**src/design/cmr_pkg.sv**
```systemverilog
`default_nettype none

// ==========================================================
// Shared constants of the converter misc register group
// ==========================================================
package cmr_pkg;

  // Serial frame layout: one direction bit, then the address
  localparam int unsigned ADDR_W   = 15;
  localparam int unsigned DATA_W   = 8;
  localparam logic [3:0]  CMD_LAST = 4'hf;
  localparam logic [3:0]  BYTE_LAST = 4'h7;

  // Register byte addresses, low byte at the lowest address
  localparam logic [14:0] ADDR_POS_B0 = 15'h002c;
  localparam logic [14:0] ADDR_POS_B1 = 15'h002d;
  localparam logic [14:0] ADDR_POS_B2 = 15'h002e;
  localparam logic [14:0] ADDR_FS_LO  = 15'h0030;
  localparam logic [14:0] ADDR_FS_HI  = 15'h0031;
  localparam logic [14:0] ADDR_PP1    = 15'h0037;
  localparam logic [14:0] ADDR_TSC    = 15'h003b;
  localparam logic [14:0] ADDR_REFO   = 15'h003c;

  // Reset values
  localparam logic [23:0] RST_POS   = 24'h000000;
  localparam logic [15:0] RST_FS    = 16'ha000;
  localparam logic [7:0]  RST_PP1   = 8'h4b;
  localparam logic [7:0]  RST_TSC   = 8'h00;
  localparam logic [7:0]  RST_REFO  = 8'h01;
  localparam logic [3:0]  RST_DELAY = 4'h0;

  // Power profile codes
  localparam logic [7:0] PP_LOW_POWER = 8'h46;
  localparam logic [7:0] PP_HIGH_PERF = 8'h4b;

  // Field positions
  localparam int unsigned TSC_RX_BIT   = 0;
  localparam int unsigned TSC_PECL_BIT = 1;
  localparam int unsigned REFO_EN_BIT  = 0;

endpackage : cmr_pkg

`default_nettype wire

```
**src/design/cmr_reg_if.sv**
```systemverilog
`timescale 1ns/10ps
`default_nettype none

// ==========================================================
// Byte access path between serial port and register bank
// ==========================================================
interface cmr_reg_if;
  logic        wr_stb;   // One-cycle write pulse
  logic [14:0] wr_addr;
  logic [7:0]  wr_data;
  logic [14:0] rd_addr;  // Address of the byte to be shifted out
  logic [7:0]  rd_data;
  logic        sdo;
  logic        sdo_oe;

  modport port (
    output wr_stb, wr_addr, wr_data, rd_addr, sdo, sdo_oe,
    input  rd_data
  );
  modport regs (
    input  wr_stb, wr_addr, wr_data, rd_addr, sdo, sdo_oe,
    output rd_data
  );
endinterface : cmr_reg_if

`default_nettype wire

```
**src/design/cmr_serial_port.sv**
```systemverilog
`timescale 1ns/10ps
`default_nettype none

// ==========================================================
// Serial host port: mode 0, MSB first, auto-incrementing address
// ==========================================================
module cmr_serial_port (
  // Clock and reset
  input  wire logic clk_i,
  input  wire logic rst_n_i,
  // Serial pins, already synchronous to clk_i
  input  wire logic sclk_i,
  input  wire logic scs_n_i,
  input  wire logic sdi_i,
  // Byte path to the register bank
  cmr_reg_if.port   bus
);

  typedef enum logic {ST_CMD, ST_DATA} cmr_spi_state_t;

  cmr_spi_state_t state;
  logic           sclk_q;
  logic [3:0]     bit_cnt;
  logic [15:0]    shift;
  logic           is_read;
  logic           load_pend;
  logic [14:0]    addr;
  logic [7:0]     sdo_sh;
  logic           rise;
  logic           fall;

  // ==========================================================
  // Edge detection on the serial clock
  // ==========================================================
  // Edges only count while selected; stray clocks are ignored
  assign rise = !scs_n_i && sclk_i && !sclk_q;
  assign fall = !scs_n_i && !sclk_i && sclk_q;
  assign bus.rd_addr = addr;

  always_ff @(posedge clk_i or negedge rst_n_i)
  begin
    if (!rst_n_i)
      sclk_q <= 1'b0;
    else
      sclk_q <= sclk_i;
  end

  // ==========================================================
  // Frame decode: command word, then data bytes
  // ==========================================================
  // Chip select high aborts any partial byte without writing it
  always_ff @(posedge clk_i or negedge rst_n_i)
  begin
    if (!rst_n_i)
    begin
      state       <= ST_CMD;
      bit_cnt     <= 4'h0;
      shift       <= 16'h0000;
      is_read     <= 1'b0;
      load_pend   <= 1'b0;
      addr        <= 15'h0000;
      bus.wr_stb  <= 1'b0;
      bus.wr_addr <= 15'h0000;
      bus.wr_data <= 8'h00;
    end
    else
    begin
      load_pend  <= 1'b0;
      bus.wr_stb <= 1'b0;
      if (scs_n_i)
      begin
        state   <= ST_CMD;
        bit_cnt <= 4'h0;
      end
      else if (rise)
      begin
        shift   <= {shift[14:0], sdi_i};
        bit_cnt <= bit_cnt + 4'h1;
        unique case (state)
          ST_CMD:
          begin
            if (bit_cnt == 4'h0)
              is_read <= sdi_i;
            if (bit_cnt == cmr_pkg::CMD_LAST)
            begin
              addr      <= {shift[13:0], sdi_i};
              state     <= ST_DATA;
              bit_cnt   <= 4'h0;
              load_pend <= is_read;
            end
          end
          ST_DATA:
          begin
            if (bit_cnt == cmr_pkg::BYTE_LAST)
            begin
              bit_cnt     <= 4'h0;
              addr        <= addr + 15'h0001;
              load_pend   <= is_read;
              bus.wr_stb  <= !is_read;
              bus.wr_addr <= addr;
              bus.wr_data <= {shift[6:0], sdi_i};
            end
          end
        endcase
      end
    end
  end

  // ==========================================================
  // Read data shifter, changes on the falling serial edge
  // ==========================================================
  // Loaded a cycle after the address settles, long before the next fall
  always_ff @(posedge clk_i or negedge rst_n_i)
  begin
    if (!rst_n_i)
    begin
      sdo_sh     <= 8'h00;
      bus.sdo    <= 1'b0;
      bus.sdo_oe <= 1'b0;
    end
    else if (scs_n_i)
    begin
      bus.sdo_oe <= 1'b0;
    end
    else if (load_pend)
    begin
      sdo_sh <= bus.rd_data;
    end
    else if (fall)
    begin
      bus.sdo    <= sdo_sh[7];
      sdo_sh     <= {sdo_sh[6:0], 1'b0};
      bus.sdo_oe <= is_read && (state == ST_DATA);
    end
  end

endmodule // cmr_serial_port

`default_nettype wire

```
**src/design/cmr_misc_regs.sv**
```systemverilog
`timescale 1ns/10ps
`default_nettype none

module cmr_misc_regs (
  // Clock and reset
  input  wire logic        CLK_SYS_I,
  input  wire logic        RST_N_I,
  // Serial host port
  input  wire logic        SCLK_I,
  input  wire logic        SCS_N_I,
  input  wire logic        SDI_I,
  output logic             SDO_O,
  output logic             SDO_OE_O,
  // Alignment pulse capture
  input  wire logic [23:0] ALIGN_EDGE_POS_I,
  input  wire logic [3:0]  ALIGN_DELAY_SEL_I,
  output logic      [3:0]  ALIGN_CAPTURE_DELAY_O,
  // Analog settings
  output logic      [15:0] FULL_SCALE_O,
  output logic             POWER_LOW_MODE_O,
  output logic             POWER_HIGH_PERF_O,
  // Timestamp input receiver
  output logic             TSTAMP_RX_EN_O,
  output logic             TSTAMP_PECL_MODE_O,
  // Reference clock output
  input  wire logic        PLL_EN_I,
  output logic             REFCLK_OUT_EN_O
);

  logic        rst_meta;
  logic        rst_sync;
  logic [23:0] edge_pos;
  logic [15:0] full_scale;
  logic [7:0]  profile_code;
  logic [7:0]  tstamp_ctrl;
  logic [7:0]  refo_ctrl;
  logic [7:0]  next_rd_data;

  cmr_reg_if bus ();

  // ==========================================================
  // Reset release through two flops
  // ==========================================================
  always_ff @(posedge CLK_SYS_I or negedge RST_N_I)
  begin
    if (!RST_N_I)
    begin
      rst_meta <= 1'b0;
      rst_sync <= 1'b0;
    end
    else
    begin
      rst_meta <= 1'b1;
      rst_sync <= rst_meta;
    end
  end

  // ==========================================================
  // Serial port
  // ==========================================================
  cmr_serial_port u_port (
    .clk_i   (CLK_SYS_I),
    .rst_n_i (rst_sync),
    .sclk_i  (SCLK_I),
    .scs_n_i (SCS_N_I),
    .sdi_i   (SDI_I),
    .bus     (bus.port)
  );

  assign SDO_O    = bus.sdo;
  assign SDO_OE_O = bus.sdo_oe;

  // ==========================================================
  // Status capture
  // ==========================================================
  // Sampled every cycle; host writes never reach it
  always_ff @(posedge CLK_SYS_I or negedge rst_sync)
  begin
    if (!rst_sync)
      edge_pos <= cmr_pkg::RST_POS;
    else
      edge_pos <= ALIGN_EDGE_POS_I;
  end

  // Delay choice is owned upstream; registered here for a clean output
  always_ff @(posedge CLK_SYS_I or negedge rst_sync)
  begin
    if (!rst_sync)
      ALIGN_CAPTURE_DELAY_O <= cmr_pkg::RST_DELAY;
    else
      ALIGN_CAPTURE_DELAY_O <= ALIGN_DELAY_SEL_I;
  end

  // ==========================================================
  // Writable registers
  // ==========================================================
  // Full scale, one byte per address, all channels at once
  always_ff @(posedge CLK_SYS_I or negedge rst_sync)
  begin
    if (!rst_sync)
      full_scale <= cmr_pkg::RST_FS;
    else if (bus.wr_stb && bus.wr_addr == cmr_pkg::ADDR_FS_LO)
      full_scale[7:0] <= bus.wr_data;
    else if (bus.wr_stb && bus.wr_addr == cmr_pkg::ADDR_FS_HI)
      full_scale[15:8] <= bus.wr_data;
  end

  // Profile code stored whole, reserved codes included
  always_ff @(posedge CLK_SYS_I or negedge rst_sync)
  begin
    if (!rst_sync)
      profile_code <= cmr_pkg::RST_PP1;
    else if (bus.wr_stb && bus.wr_addr == cmr_pkg::ADDR_PP1)
      profile_code <= bus.wr_data;
  end

  // Reserved bits kept so they read back as written
  always_ff @(posedge CLK_SYS_I or negedge rst_sync)
  begin
    if (!rst_sync)
      tstamp_ctrl <= cmr_pkg::RST_TSC;
    else if (bus.wr_stb && bus.wr_addr == cmr_pkg::ADDR_TSC)
      tstamp_ctrl <= bus.wr_data;
  end

  // Enable on from reset: this clock may feed the host's serial clock
  always_ff @(posedge CLK_SYS_I or negedge rst_sync)
  begin
    if (!rst_sync)
      refo_ctrl <= cmr_pkg::RST_REFO;
    else if (bus.wr_stb && bus.wr_addr == cmr_pkg::ADDR_REFO)
      refo_ctrl <= bus.wr_data;
  end

  assign FULL_SCALE_O = full_scale;

  // ==========================================================
  // Decoded controls
  // ==========================================================
  // Reserved profile codes assert neither mode
  always_ff @(posedge CLK_SYS_I or negedge rst_sync)
  begin
    if (!rst_sync)
    begin
      POWER_LOW_MODE_O  <= 1'b0;
      POWER_HIGH_PERF_O <= 1'b0;
    end
    else
    begin
      POWER_LOW_MODE_O  <= (profile_code == cmr_pkg::PP_LOW_POWER);
      POWER_HIGH_PERF_O <= (profile_code == cmr_pkg::PP_HIGH_PERF);
    end
  end

  // Timestamp receiver controls
  always_ff @(posedge CLK_SYS_I or negedge rst_sync)
  begin
    if (!rst_sync)
    begin
      TSTAMP_RX_EN_O     <= 1'b0;
      TSTAMP_PECL_MODE_O <= 1'b0;
    end
    else
    begin
      TSTAMP_RX_EN_O     <= tstamp_ctrl[cmr_pkg::TSC_RX_BIT];
      TSTAMP_PECL_MODE_O <= tstamp_ctrl[cmr_pkg::TSC_PECL_BIT];
    end
  end

  // Output gated by the synthesizer so it never runs unlocked
  always_ff @(posedge CLK_SYS_I or negedge rst_sync)
  begin
    if (!rst_sync)
      REFCLK_OUT_EN_O <= 1'b0;
    else
      REFCLK_OUT_EN_O <= refo_ctrl[cmr_pkg::REFO_EN_BIT] && PLL_EN_I;
  end

  // ==========================================================
  // Read mux
  // ==========================================================
  // Unmapped addresses read as zero
  always_comb
  begin
    next_rd_data = 8'h00;
    unique case (bus.rd_addr)
      cmr_pkg::ADDR_POS_B0: next_rd_data = edge_pos[7:0];
      cmr_pkg::ADDR_POS_B1: next_rd_data = edge_pos[15:8];
      cmr_pkg::ADDR_POS_B2: next_rd_data = edge_pos[23:16];
      cmr_pkg::ADDR_FS_LO:  next_rd_data = full_scale[7:0];
      cmr_pkg::ADDR_FS_HI:  next_rd_data = full_scale[15:8];
      cmr_pkg::ADDR_PP1:    next_rd_data = profile_code;
      cmr_pkg::ADDR_TSC:    next_rd_data = tstamp_ctrl;
      cmr_pkg::ADDR_REFO:   next_rd_data = refo_ctrl;
      default:              next_rd_data = 8'h00;
    endcase
  end

  assign bus.rd_data = next_rd_data;
endmodule // cmr_misc_regs

`default_nettype wire

```
**config.mk**
```make
export PLATFORM = sky130hd
export DESIGN_NAME = cmr_misc_regs
export DESIGN_NICKNAME = d
export VERILOG_FILES = /design/src/design/cmr_pkg.sv /design/src/design/cmr_reg_if.sv /design/src/design/cmr_serial_port.sv /design/src/design/cmr_misc_regs.sv
export SDC_FILE = /design/constraint.sdc
export NUM_CORES = 1
export LEC_CHECK = 0
export ABC_CLOCK_PERIOD_IN_PS = 5800
export BUFFER_PORTS_ARGS = -buffer_cell sky130_fd_sc_hd__clkbuf_2
export CORE_UTILIZATION = 45
export CTS_CLUSTER_DIAMETER = 120
export CTS_CLUSTER_SIZE = 8
export DETAILED_ROUTE_END_ITERATION = 10
export GPL_ROUTABILITY_DRIVEN = 0
export SYNTH_ARGS = -nofsm -noshare
export SYNTH_HDL_FRONTEND = slang
export SYNTH_SLANG_ARGS = --single-unit
```
**constraint.sdc**
```tcl
create_clock -name CLK_SYS_I -period 5.8 [get_ports CLK_SYS_I]
set_input_delay 1.16 -clock CLK_SYS_I [delete_from_list [all_inputs] [get_ports CLK_SYS_I]]
set_output_delay 1.16 -clock CLK_SYS_I [all_outputs]
set_load 0.01 [all_outputs]
```
* Yosys cells after proc, flatten, opt, wreduce, memory -nomap -nowiden
Cells that the tools add are included.
Widths: inputs -> output; s select.
** Storage, ports and cells
- Register bits :: 146
- Output and inout bits :: 27
- Word-level logic and storage cells :: 107
** Operators by class
- Add/subtract/negate cells :: 2
- Equal/unequal tests :: 20
- Multiplexer cells :: 27
- Bitwise gates (word level) :: 4
- Reductions and logical operators :: 27
** Operators by type and width (count)
- $eq 15x6->1 const B :: 13
- $pmux 8 s8 :: 1
- $mux 15 :: 2
- $pmux 15 s2 :: 1
- $eq 8x7->1 const B :: 2
- $mux 4 :: 4
- $mux 8 :: 2
- $add 15x1->15 const B :: 1
- $mux 1 :: 15
- $reduce_and 4->1 :: 3
- $logic_and 1x1->1 :: 11
- $pmux 4 s2 :: 1
- $reduce_and 2->1 :: 4
- $reduce_bool 2->1 :: 3
- $add 4x1->4 const B :: 1
- $eq 4x3->1 const B :: 1
- $eq 4x4->1 const B :: 1
- $logic_not 1->1 :: 4
- $logic_not 4->1 :: 1
- $ne 2x2->1 const B :: 2
- $not 1->1 :: 4
- $reduce_and 3->1 :: 1
- $ne 2x1->1 const B :: 1
- $pmux 1 s2 :: 1

* Longest topological paths before layout
Gate-level depths: netlist of run 1.
- Depth after elaboration :: 6
- Depth in mapped cells :: 8

* Hierarchy
A second synthesis of run 1 with hierarchy kept.
** Unflattened totals
- Cell total of the unflattened synthesis :: 520
- Area, all modules :: 6399.9 µm²
** By module, submodules not included
- cmr_serial_port :: instances 1, cells each 310, area each 3320.7 µm², seq. area each 1776.7 µm²
- cmr_misc_regs :: instances 1, cells each 210, area each 3079.2 µm², seq. area each 1885.6 µm²

* Worst setup path before layout of run 1
OpenSTA, ideal clock, no wires.
- Kind :: input to register
- From :: in SCS_N_I
- To :: reg u_port.bus.wr_data[5]
- Library setup time :: 0.125 ns
- Arrival :: 2.351 ns
- Path slack :: 3.324 ns
- Stages :: 5
- Path buffers :: 2
- Cell sequence :: clkbuf_1 -> nor2_1 -> nand3_2 -> clkbuf_1 -> mux2_2
** On the way
- Longest elaborated chain between the ends :: 4
** RTL lines
- from (decl) :: line cmr_misc_regs.sv:10 : input wire logic SCS_N_I,
- $logic_not 1->1 :: line cmr_serial_port.sv:36 : assign rise = !scs_n_i && sclk_i && !sclk_q;
- $logic_and 1x1->1 (2 in a row) :: line cmr_serial_port.sv:36
- $reduce_and 4->1 (no line) *
- to (signal assigned) :: line cmr_serial_port.sv:101 : bus.wr_data <= {shift[6:0], sdi_i};
- to (decl) :: line cmr_reg_if.sv:17 : output wr_stb, wr_addr, wr_data, rd_addr, sdo, sdo_oe,
Mark *: on every way between the ends. The rest lies on a longest branch, timed or not.
A chain may end at the register's enable or synchronous reset.

* Final worst setup path of run 1
- From :: reg u_port.state
- To :: reg u_port.addr[11] (netlist: u_port.bus.rd_addr[11])
** On the way
- Longest elaborated chain between the ends :: 3
** RTL lines
- from (decl) :: line cmr_serial_port.sv:21 : cmr_spi_state_t state;
- from (signal assigned) :: line cmr_serial_port.sv:56 : state <= ST_CMD;
- from (signal assigned) :: line cmr_serial_port.sv:72 : state <= ST_CMD;
- from (signal assigned) :: line cmr_serial_port.sv:87 : state <= ST_DATA;
- $not 1->1 :: line cmr_serial_port.sv:79 : unique case (state)
- $ne 2x1->1 (no line)
- $reduce_and 4->1 (no line)
- to (signal assigned) :: line cmr_serial_port.sv:86 : addr <= {shift[13:0], sdi_i};
- to (signal assigned) :: line cmr_serial_port.sv:97 : addr <= addr + 15'h0001;
- to (decl) :: line cmr_serial_port.sv:27 : logic [14:0] addr;
Parallel ways exist; a longest one is shown, timed or not.

==> out/qor.yml, run 1 <==
routing:
  drtAntennaViolNets: 0
  drtPass1Iterations: 6
  drt-initial-drc-count: 393
  wl_per_cell_um: 19.5
  drc: 0
  vias_per_cell: 5.78
  routed_wl_um: 15200
  vias: 4506
clocking:
  cts_buffers: 17
  clockBufferDepth: 2
  postCtsSetupBuffers: 0
  clk_latency_ns: 0.42
  cts_hold_buf: 0
  path_clk_slew_ns: 0.06
  cts_tree: "yes"
  cts_sinks: 146
  cts.repair.resized: 0
  root_buffer: "clkbuf_16"
  h-tree-depth: 4
place:
  dp_hpwl_um: 10400
  pre_cts_ws_ns: 2.81
  portBuffers: 60
timing:
  finalHoldViolCount: 0
  tns_ns: 0
  clock_skew_ns: 0.00666
  relSlewSlack_pct: 22.2
  min_period_over_period_pct: 44.5
  fin_crit_ns: 2.58
  rsz0062_at_grt: "no"
  tightest_slew_ns: 1.17
  final.setup.worst_slack_ns: 3.22
  fmax_ghz: 0.388
  setup_violations: 0
  final-max-slew-violation-count: 0
synth:
  synthAdderAreaFrac_pct: 1.15
  synthMuxAreaShare_pct: 14.1
  yosysTopAreaCell: "dfrtp_1"
  synth-edff-count: 0
  synth_top_family_by_area: "multiplexers"
  synth_fp_nets: 568
  synth.distinct_cells: 57
  avgSynthCellArea_um2: 12.3
  syn_inst: 528
  synthArstFlopShare_pct: 100
  synth_seq_cells: 146
  ys_seq_area_share_pct: 56.3
  synth_top_area_share_pct: 53.5
  ys_top_cells_by_area: "dfrtp_1, mux2_2, dfstp_2"
  yosys.area_share.simple_pct: 13.9
  synthFlopType: "dfrtp_1"
  ys_warn_count: 0
  synth_xor_xnor_area_share_pct: 0.404
  synth_compound_area_share_pct: 11.8
  synth_area_um2: 6500
floorplan:
  die_w_um: 122
  start_util_pct: 46.5
  die_area_um2: 14900
  rows: 43
  design.core.area_um2: 14000
  pin_count: 61
  die_h_um: 122
critical_path:
  reg2reg_slack_ns: 3.22
  startpoint: "u_port.state"
  cp.required_ns: 6.04
  crit_fanout: 35
  r2r-start: "u_port.state"
  start_kind: "register"
  reg2regPathDepth: 6
  end_kind: "register"
  cp.arrival_ns: 2.82
  r2r_end: "u_port.bus.rd_addr[11]"
  crit_type: "register to register"
global_route:
  grt_pass1_vias: 4558
  grt_max_degree: 75
  antenna_found_initial: 0
  grt-ovfl-total: 0
  grtUsageTotal_pct: 22.0
  grt_pass1_wl_um: 24300
finish:
  areaGrowthSynthToFinish_pct: 15.4
  n_antenna_cell: 0
  drive_above_1_share_pct: 32.7
  fill_cells: 1212
  fin_nets: 626
power:
  power_density_nw_per_um2: 300
  ir_drop_mv: 0.191
  p_leak_nw: 3.42
worst_hold_path:
  holdPathEnd: "rst_sync"
  hold_depth: 0
  worstHoldStart: "rst_meta"
  hp-class: "register to register"
outcome:
  status: "completed"
flow_run:
  cap_violations: 0
## routing by layer
| layer | GRT usage, % | vias up | wire (um) |
|---|---|---|---|
| met3 | 5.16 | 29 | 526 |
| li1 | - | 2088 | - |
| met2 | 35.4 | 99 | 7280 |
| met4 | 9.98 | 0 | 425 |
| met5 | 0 | - | 0 |
| met1 | 28.1 | 2290 | 6930 |
## per-stage QoR
step / power [mW] / hold WS [ns] / cell area, um^2 / util (%) / instances
finish: 2.26 / 0.355 / 7510 / 53.7 / 779
global route: 2.35 / 0.363 / 7510 / 53.7 / 779
CTS: 2.28 / 0.359 / 7510 / 53.7 / 779
detailed placement: 1.26 / 0.348 / 6960 / 49.7 / 747
global placement: 1.25 / 0.342 / 6960 / 49.7 / 747
floorplan: 1.20 / 0.331 / 6500 / - / 528
## final cells by class
| cell class | count | area (um^2) | share of cell area (%) |
|---|---|---|---|
| multi-input cells | 344 | 2690 | 35.8 |
| repair buffers | 63 | 323 | 4.30 |
| clock buffers | 22 | 464 | 6.18 |
| inverters | 14 | 52.6 | 0.700 |
| well taps | 180 | 225 | 3.00 |
| flip-flops and latches | 146 | 3670 | 48.8 |
| clock inverters | 10 | 86.3 | 1.15 |
## cell usage in the layout, fill, tap and decap left out, types with 12 or more instances in the layout
master,count
a21oi_1,28
o21ai_0,21
nor2_1,20
dfrtp_1,138
nand2_1,35
inv_1,14
nand3_1,12
mux2_2,75
a22oi_1,12
clkbuf_2,60
clkbuf_16,17
## power breakdown
group	switching (mW)	internal, mW
sequential	0.0534	1.07
clock	0.411	0.608
combinational	0.0542	0.0597
## synth_stat cells, types with 3 or more instances
master     count
a21oi_1       28
a221oi_1       6
a222oi_1       8
a22o_1         3
a22oi_1       12
a2bb2oi_1     11
and2_1         6
and3_1         8
and3b_1        3
and4_1         5
and4bb_2       3
buf_2          8
clkbuf_1      15
dfrtp_1      139
dfstp_2        7
ha_1           6
inv_1         14
mux2_2        75
mux2i_1        7
nand2_1       35
nand2b_1       5
nand3_1       12
nand4_1        9
nor2_1        20
nor3_1         3
o211ai_1       3
o21ai_0       21
o221ai_1       5
o22ai_1        8
or3b_2         5
or4_1          3
## logic make-up after synthesis
family / after synthesis
adders and majority gates: 6
buffers and inverters: 38
muxes: 82
and+or+nand+nor: 140
xor gates and xnor gates: 3
other: 1
AOI/OAI and AO/OA: 112
DFF: 146
## critical path, cell delays in order, from the launching register on
cell and delay (ns):
dfrtp_1 1.11, xnor2_1 0.30, nor4_4 0.19, buf_4 0.32, nand2_1 0.22, o22ai_1 0.20, a21oi_1 0.06
## state kept, by name (all words and copies together) (netlist names), 4 cells and up
signal,flops
edge_pos,24
FULL_SCALE_O,16
u_port.bus.rd_addr,15
u_port.bus.wr_addr,15
u_port.shift,14
profile_code,8
refo_ctrl,8
tstamp_ctrl,8
u_port.bus.wr_data,8
u_port.sdo_sh,8
ALIGN_CAPTURE_DELAY_O,4
u_port.bit_cnt,4
## how the worst max path moves through the flow
| stage | endpoint | slack [ns] | cells past startpoint |
|---|---|---|---|
| floorplan | ALIGN_CAPTURE_DELAY_O[0] | 1.44 | 0 |
| global placement | u_port.bus.wr_data[2] | 2.87 | 5 |
| detailed placement | u_port.bus.wr_addr[12] | 2.81 | 5 |
| CTS | u_port.bus.wr_data[5] | 3.22 | 2 |
| global route | u_port.bus.rd_addr[11] | 3.00 | 6 |
| finish | u_port.bus.rd_addr[11] | 3.22 | 6 |
Power figures use the tool's default switching activity.
==> run 2: changes to the inputs <==
--- a/config.mk
+++ b/config.mk
@@ -5,13 +5,15 @@
 export SDC_FILE = /design/constraint.sdc
 export NUM_CORES = 1
 export LEC_CHECK = 0
-export ABC_CLOCK_PERIOD_IN_PS = 5800
+export ABC_AREA = 1
+export ABC_CLOCK_PERIOD_IN_PS = 2100
 export BUFFER_PORTS_ARGS = -buffer_cell sky130_fd_sc_hd__clkbuf_2
 export CORE_UTILIZATION = 45
 export CTS_CLUSTER_DIAMETER = 120
 export CTS_CLUSTER_SIZE = 8
 export DETAILED_ROUTE_END_ITERATION = 10
 export GPL_ROUTABILITY_DRIVEN = 0
+export PLACE_DENSITY = 0.66
 export SYNTH_ARGS = -nofsm -noshare
 export SYNTH_HDL_FRONTEND = slang
 export SYNTH_SLANG_ARGS = --single-unit
==> constraint.sdc (replaced) <==
create_clock -name CLK_SYS_I -period 2.1 [get_ports CLK_SYS_I]
set_input_delay 0.42 -clock CLK_SYS_I [delete_from_list [all_inputs] [get_ports CLK_SYS_I]]
set_output_delay 0.42 -clock CLK_SYS_I [all_outputs]
set_load 0.01 [all_outputs]
==> out/qor.yml, run 2 <==
outcome:
  status: "completed"
power:
  total_power_mw: 6.48  # +190%
  p_int_mw: 4.89  # +180%
  p_comb_share_pct: 6.1  # +1.0 points
  pwr-share-clk_pct: 47.4  # +2.2 points
  ir_drop_mv: 0.513  # +170%
  seqPwrFrac_pct: 46.5  # -3.3 points
  power.switching_mw: 1.59  # +210%
  power_density_nw_per_um2: 840  # +180%
  p_leak_nw: 3.71  # +8.4%
  swShare_pct: 24.6  # +1.6 points
critical_path:
  cp.required_ns: 2.47  # -3.57 ns
  cp.arrival_ns: 2.25  # -0.57 ns
  end_kind: "register"
  crit_type: "register to register"
  crit_fanout: 20  # -43%
  start_kind: "register"
routing:
  wl_per_cell_um: 15.5  # -20%
  vias_per_cell: 5.32  # -8.1%
  drtPass1Iterations: 7  # +1
  vias: 5292  # +17%
  drtAntennaViolNets: 0  # unchanged
  routed_wl_um: 15500  # +1.9%
  drc: 0  # unchanged
  drt-initial-drc-count: 565  # +44%
timing:
  setup_violations: 0  # unchanged
  finalHoldViolCount: 0  # unchanged
  clock_skew_ns: 0.0124  # +0.00575 ns
  min_period_over_period_pct: 89.4  # +45 points
  rsz0062_at_grt: "no"
  fin_crit_ns: 1.88  # -0.701 ns
  whs_ns: 0.0883  # -0.266 ns
  final.setup.worst_slack_ns: 0.222  # -3.00 ns
  tns_ns: 0  # unchanged
  fmax_ghz: 0.533  # +37%
  final-max-slew-violation-count: 0  # unchanged
  tightest_slew_ns: 0.542  # -0.624 ns
  relSlewSlack_pct: 63.6  # +41 points
finish:
  largest_register_ffs: 24  # unchanged
  areaGrowthSynthToFinish_pct: 16.3
  layout.cells.most_common: "nand2_1"
  final_cell_mix: "nand2_1, dfrtp_1, nand3_1, clkbuf_2, o21ai_0"
  fin_util_pct: 54.5  # +0.85 points
  n_antenna_cell: 0  # unchanged
  finalNonFillerCells: 995  # +28%
  final_area_um2: 7710  # +2.8%
  drive_above_1_share_pct: 19.5  # -13 points
  top_register: "edge_pos"
  fin_nets: 842  # +35%
clocking:
  cts_buffers: 17  # unchanged
  cts.repair.resized: 0  # unchanged
  clockBufferDepth: 2  # unchanged
  clk_latency_ns: 0.43  # about the same
  h-tree-depth: 4  # unchanged
  path_clk_slew_ns: 0.06  # about the same
  root_buffer: "clkbuf_16"
  cts_sinks: 146  # unchanged
  cts_tree: "yes"
  postCtsSetupBuffers: 0  # unchanged
  cts_hold_buf: 1  # +1
place:
  dp_hpwl_um: 10900  # +5.1%
  dpl_cell_area_um2: 7100  # +2.1%
  pre_cts_ws_ns: 0.270  # -2.54 ns
  portBuffers: 60  # unchanged
  placed_cells: 962  # +29%
synth:
  syn_inst: 736  # +39%
  yosysTopAreaCell: "dfrtp_1"
  synth-edff-count: 0  # unchanged
  synth_xor_xnor_area_share_pct: 0.661  # +0.26 points
  synth_area_um2: 6630  # +1.9%
  synth_compound_area_share_pct: 10.6  # -1.1 points
  synthMuxAreaShare_pct: 0.170  # -14 points
  yosys.area_share.simple_pct: 26.0  # +12 points
  synthFlopType: "dfrtp_1"
  synth.distinct_cells: 44  # -23%
  synthArstFlopShare_pct: 100  # unchanged
  ys_seq_area_share_pct: 55.2  # -1.1 points
  synth_most_common_cell: "nand2_1"
  ys_top_cells_by_area: "dfrtp_1, nand2_1, nand3_1"
  synthTopCellsByCount: "nand2_1, dfrtp_1, nand3_1"
  synthAdderAreaFrac_pct: 1.13  # -0.022 points
  synth_seq_cells: 146  # unchanged
  synth_fp_nets: 776  # +37%
  synth_top_area_share_pct: 52.5  # -1.0 points
  synth_top_family_by_area: "simple AND/OR/NAND/NOR gates"
  ys_warn_count: 0  # unchanged
  avgSynthCellArea_um2: 9.01  # -27%
floorplan:
  design.core.area_um2: 14100  # +1.2%
  pin_count: 61  # unchanged
  die_h_um: 123  # +0.94%
  start_util_pct: 46.9  # +0.35 points
  rows: 43  # unchanged
  die_w_um: 123  # +0.94%
  die_area_um2: 15200  # +1.9%
global_route:
  grt-ovfl-total: 0  # unchanged
  grtUsageTotal_pct: 22.0  # +0.057 points
  grt_pass1_vias: 4943  # +8.4%
  antenna_found_initial: 0  # unchanged
  grt_max_degree: 98  # +31%
  grt_pass1_wl_um: 25100  # +3.3%
worst_hold_path:
  hp-class: "input pin to register"
flow_run:
  cap_violations: 0  # unchanged
[run 2: power by group through the flow]
stage	clock [mW]	sequential, mW	combinational (mW)
finish	3.07	3.01	0.392
global route	3.24	3.03	0.445
CTS	3.12	3.01	0.396
detailed placement	0	3.06	0.391
global placement	0	3.06	0.376
floorplan	0	3.08	0.225
[run 2: logic make-up (layout without fill, tap and decap cells)]
group	Yosys count	in the layout
simple gates	364	364
flops	146	146
compound gates	130	130
buf+inv	83	162
fa+ha+maj	6	6
xor+xnor	5	5
other cells	1	1
mux	1	1
[run 2: metal layers]
| metal | GRT usage, % | wire, um | up-vias |
|---|---|---|---|
| met4 | 8.21 | 330 | 0 |
| met5 | 0 | 0 | - |
| met3 | 5.54 | 984 | 30 |
| met1 | 31.0 | 7090 | 2531 |
| met2 | 32.8 | 7050 | 181 |
| li1 | - | - | 2550 |
[run 2: critical path: stages (launching register included)]
cell     delay [ns]
dfrtp_1        0.46
nor2_2         0.15
nand2_2        0.09
nor2_8         0.23
buf_4          0.28
nand3_1        0.11
nand2_1        0.08
nor2_1         0.05
nand2_1        0.10
nand2_1        0.08
nand2_1        0.07
nand2_1        0.05
nand2_1        0.05
[run 2: area by class of cell]
class                           count  area (um^2)
Inverter                           56          210
Fill cell                        1273         6440
Tap cell                          180          225
Multi-Input combinational cell    507         2560
Clock inverter                     13          149
Clock buffer                       19          453
Timing Repair Buffer               74          445
Sequential cell                   146         3670
[run 2: path summary, 6_finish.rpt]
check	from	to	slack, ns	cells past startpoint
setup reg to reg	u_port.bus.rd_addr[10]	u_port.sdo_sh[5]	0.22	12
hold / removal	ALIGN_EDGE_POS_I[4]	edge_pos[4]	0.09	1
setup / recovery	u_port.bus.rd_addr[10]	u_port.sdo_sh[5]	0.22	12
min in group asynchronous	rst_sync	ALIGN_CAPTURE_DELAY_O[2]	0.31	1
max in group asynchronous	rst_sync	refo_ctrl[0]	1.28	1
hold reg to reg	rst_sync	ALIGN_CAPTURE_DELAY_O[2]	0.31	1
==> run 3: changes to the inputs <==
--- a/config.mk
+++ b/config.mk
@@ -6,7 +6,7 @@
 export NUM_CORES = 1
 export LEC_CHECK = 0
 export ABC_AREA = 1
-export ABC_CLOCK_PERIOD_IN_PS = 2100
+export ABC_CLOCK_PERIOD_IN_PS = 1500
 export BUFFER_PORTS_ARGS = -buffer_cell sky130_fd_sc_hd__clkbuf_2
 export CORE_UTILIZATION = 45
 export CTS_CLUSTER_DIAMETER = 120
==> constraint.sdc (replaced) <==
create_clock -name CLK_SYS_I -period 1.5 [get_ports CLK_SYS_I]
set_input_delay 0.3 -clock CLK_SYS_I [delete_from_list [all_inputs] [get_ports CLK_SYS_I]]
set_output_delay 0.3 -clock CLK_SYS_I [all_outputs]
set_load 0.01 [all_outputs]
==> out/qor.yml, run 3 (same netlist as run 2, synthesis figures left out) <==
global_route:
  met1_usage_pct: 34.0  # +3.0 points
  use_met3_pct: 7.38  # +1.8 points
  antenna_found_initial: 0  # unchanged
  grt-ovfl-total: 0  # unchanged
  grtUsageTotal_pct: 26.2  # +4.2 points
  grt_pass1_wl_um: 30100  # +20%
  grt_max_degree: 48  # -51%
  grtUsageMet2_pct: 41.7  # +8.9 points
  grt_busiest_layer: "met2"
  grt_pass1_vias: 5882  # +19%
power:
  p_int_mw: 7.20  # +47%
  p_leak_nw: 4.66  # +26%
  seqPwrFrac_pct: 43.5  # -3.0 points
  pwr-share-clk_pct: 46.4  # -1.0 points
  power_density_nw_per_um2: 962  # +15%
  swShare_pct: 26.3  # +1.7 points
  p_comb_share_pct: 10.1  # +4.0 points
  ir_drop_mv: 0.973  # +90%
  total_power_mw: 9.76  # +51%
  power.switching_mw: 2.57  # +61%
place:
  dp_hpwl_um: 11900  # +8.8%
  pre_cts_ws_ns: -0.219  # -0.489 ns
  dpl_cell_area_um2: 7610  # +7.2%
  portBuffers: 60  # unchanged
outcome:
  violations: "setup timing"
  status: "finished, violations left"
clocking:
  h-tree-depth: 4  # unchanged
  cts_buffers: 17  # unchanged
  root_buffer: "clkbuf_16"
  cts_sinks: 146  # unchanged
  clockBufferDepth: 2  # unchanged
  clk_latency_ns: 0.43  # about the same
  path_clk_slew_ns: 0.07  # about the same
  cts_tree: "yes"
floorplan:
  die_w_um: 123  # unchanged
  pin_count: 61  # unchanged
  die_h_um: 123  # unchanged
  design.core.area_um2: 14100  # unchanged
  die_area_um2: 15200  # unchanged
  rows: 43  # unchanged
  start_util_pct: 46.9  # unchanged
routing:
  routed_wl_um: 22000  # +43%
  wl_per_cell_um: 19.4  # +25%
  vias_per_cell: 5.74  # +7.9%
  drt-initial-drc-count: 803  # +42%
  vias: 6505  # +23%
  drc: 0  # unchanged
  drtPass1Iterations: 7  # unchanged
  drtAntennaViolNets: 0  # unchanged
finish:
  final_cell_mix: "nand2_1, dfrtp_1, buf_4, clkbuf_2, nand3_1"
  fin_nets: 981  # +17%
  final_area_um2: 10100  # +32%
  n_antenna_cell: 0  # unchanged
  regArea_um2: 3670  # +0.14%
  largest_register_ffs: 24  # unchanged
  areaGrowthSynthToFinish_pct: 53.0
  fill_cells: 875  # -31%
  multi_input_area_um2: 3450  # +35%
  layout.cells.most_common: "nand2_1"
  top_register: "edge_pos"
  drive_above_1_share_pct: 45.8  # +26 points
timing:
  fmax_ghz: 0.560  # +5.2%
  min_period_over_period_pct: 119  # +30 points
  finalHoldViolCount: 0  # unchanged
  final.setup.worst_slack_ns: -0.285  # -0.508 ns
  rsz0062_at_grt: "yes"
  final-max-slew-violation-count: 0  # unchanged
  setup_violations: 81  # +81
  fin_crit_ns: 1.79  # -0.0924 ns
  tns_ns: -7.09  # -7.09 ns
  clock_skew_ns: 0.0104  # -0.00206 ns
worst_hold_path:
  hp-class: "input pin to register"
critical_path:
  cp.required_ns: 1.82  # -0.65 ns
  worstPathCellList: "inv_2 > buf_6 > ha_4 > nand2_2 > nor2_4 > buf_12 > nand3_2 > nand2_2 > nor2_2 > nand2_1 > nand2_1 > nand2_1 > nand2_1 > nand2_1"
  crit_type: "register to register"
  crit_path_max_incr_delay_ns: 0.43  # -0.03 ns
  critPathSlowestCell: "dfrtp_2"
  cp.arrival_ns: 2.11  # -0.14 ns
  cp.buffers_inverters: 3  # +2
  cp_top_family: "simple AND/OR/NAND/NOR gates"
  crit_fanout: 8  # -60%
  crit_path_frequent_cell: "nand2_1"
  end_kind: "register"
  start_kind: "register"
flow_run:
  cap_violations: 0  # unchanged
-- run 3: power groups by stage --
stage	registers, mW	clock network, mW	logic (mW)
floorplan	4.31	0	0.329
global placement	4.28	0	0.674
detailed placement	4.29	0	0.695
CTS	4.22	4.50	0.877
global route	4.26	4.73	1.05
finish	4.25	4.53	0.982
-- run 3: per-layer routing --
layer	vias to the layer above	routed length [um]
li1	2843	-
met1	3233	8490
met2	356	11200
met3	73	1600
met4	0	735
met5	-	0
-- run 3: final timing paths --
| kind | start | endpoint | slack [ns] | depth (start not counted) |
|---|---|---|---|---|
| setup / recovery | u_port.bus.rd_addr[0] | u_port.sdo_sh[5] | -0.29 | 14 |
| hold reg to reg | rst_sync | u_port.sdo_sh[0] | 0.25 | 0 |
| setup reg to reg | u_port.bus.rd_addr[0] | u_port.sdo_sh[5] | -0.29 | 14 |
| max in group asynchronous | rst_sync | FULL_SCALE_O[15] | 0.64 | 1 |
| min in group asynchronous | RST_N_I | rst_sync | 0.18 | 2 |
| hold / removal | PLL_EN_I | REFCLK_OUT_EN_O | 0.07 | 3 |
-- run 3: per-stage QoR --
stage / instances / hold WS (ns) / util (%)
after floorplan: 736 / 0.00441 / -
after global placement: 1017 / 0.0887 / 53.8
after detailed placement: 1017 / 0.0906 / 53.8
after CTS: 1112 / 0.0645 / 66.2
after global routing: 1134 / 0.0911 / 71.7
final: 1134 / 0.0708 / 71.7
-- run 3: worst register-to-register path, cell delays in order, from the launching register on --
cell,delay [ns]
dfrtp_2,0.43
inv_2,0.08
buf_6,0.12
ha_4,0.15
nand2_2,0.08
nor2_4,0.04
buf_12,0.15
nand3_2,0.06
nand2_2,0.05
nor2_2,0.12
nand2_1,0.10
nand2_1,0.10
nand2_1,0.08
nand2_1,0.06
nand2_1,0.05
-- run 3: area by class of cell --
cell class / count / share of cell area (%)
clock buffers: 17 / 4.19
clock inverters: 15 / 1.90
inverters: 56 / 2.22
multi-input cells: 507 / 34.0
flip-flops and latches: 146 / 36.2
well taps: 180 / 2.22
repair buffers: 212 / 19.2
repair inverters: 1 / 0.0740
-- run 3: timing repair --
item	in CTS	in global routing
hold buffers	30	0
hold endpoints to repair	31	0
cloned	5	8
setup buffers	30	16
gates resized for setup	118	169
pin swaps	42	39
setup endpoints to repair	40	88
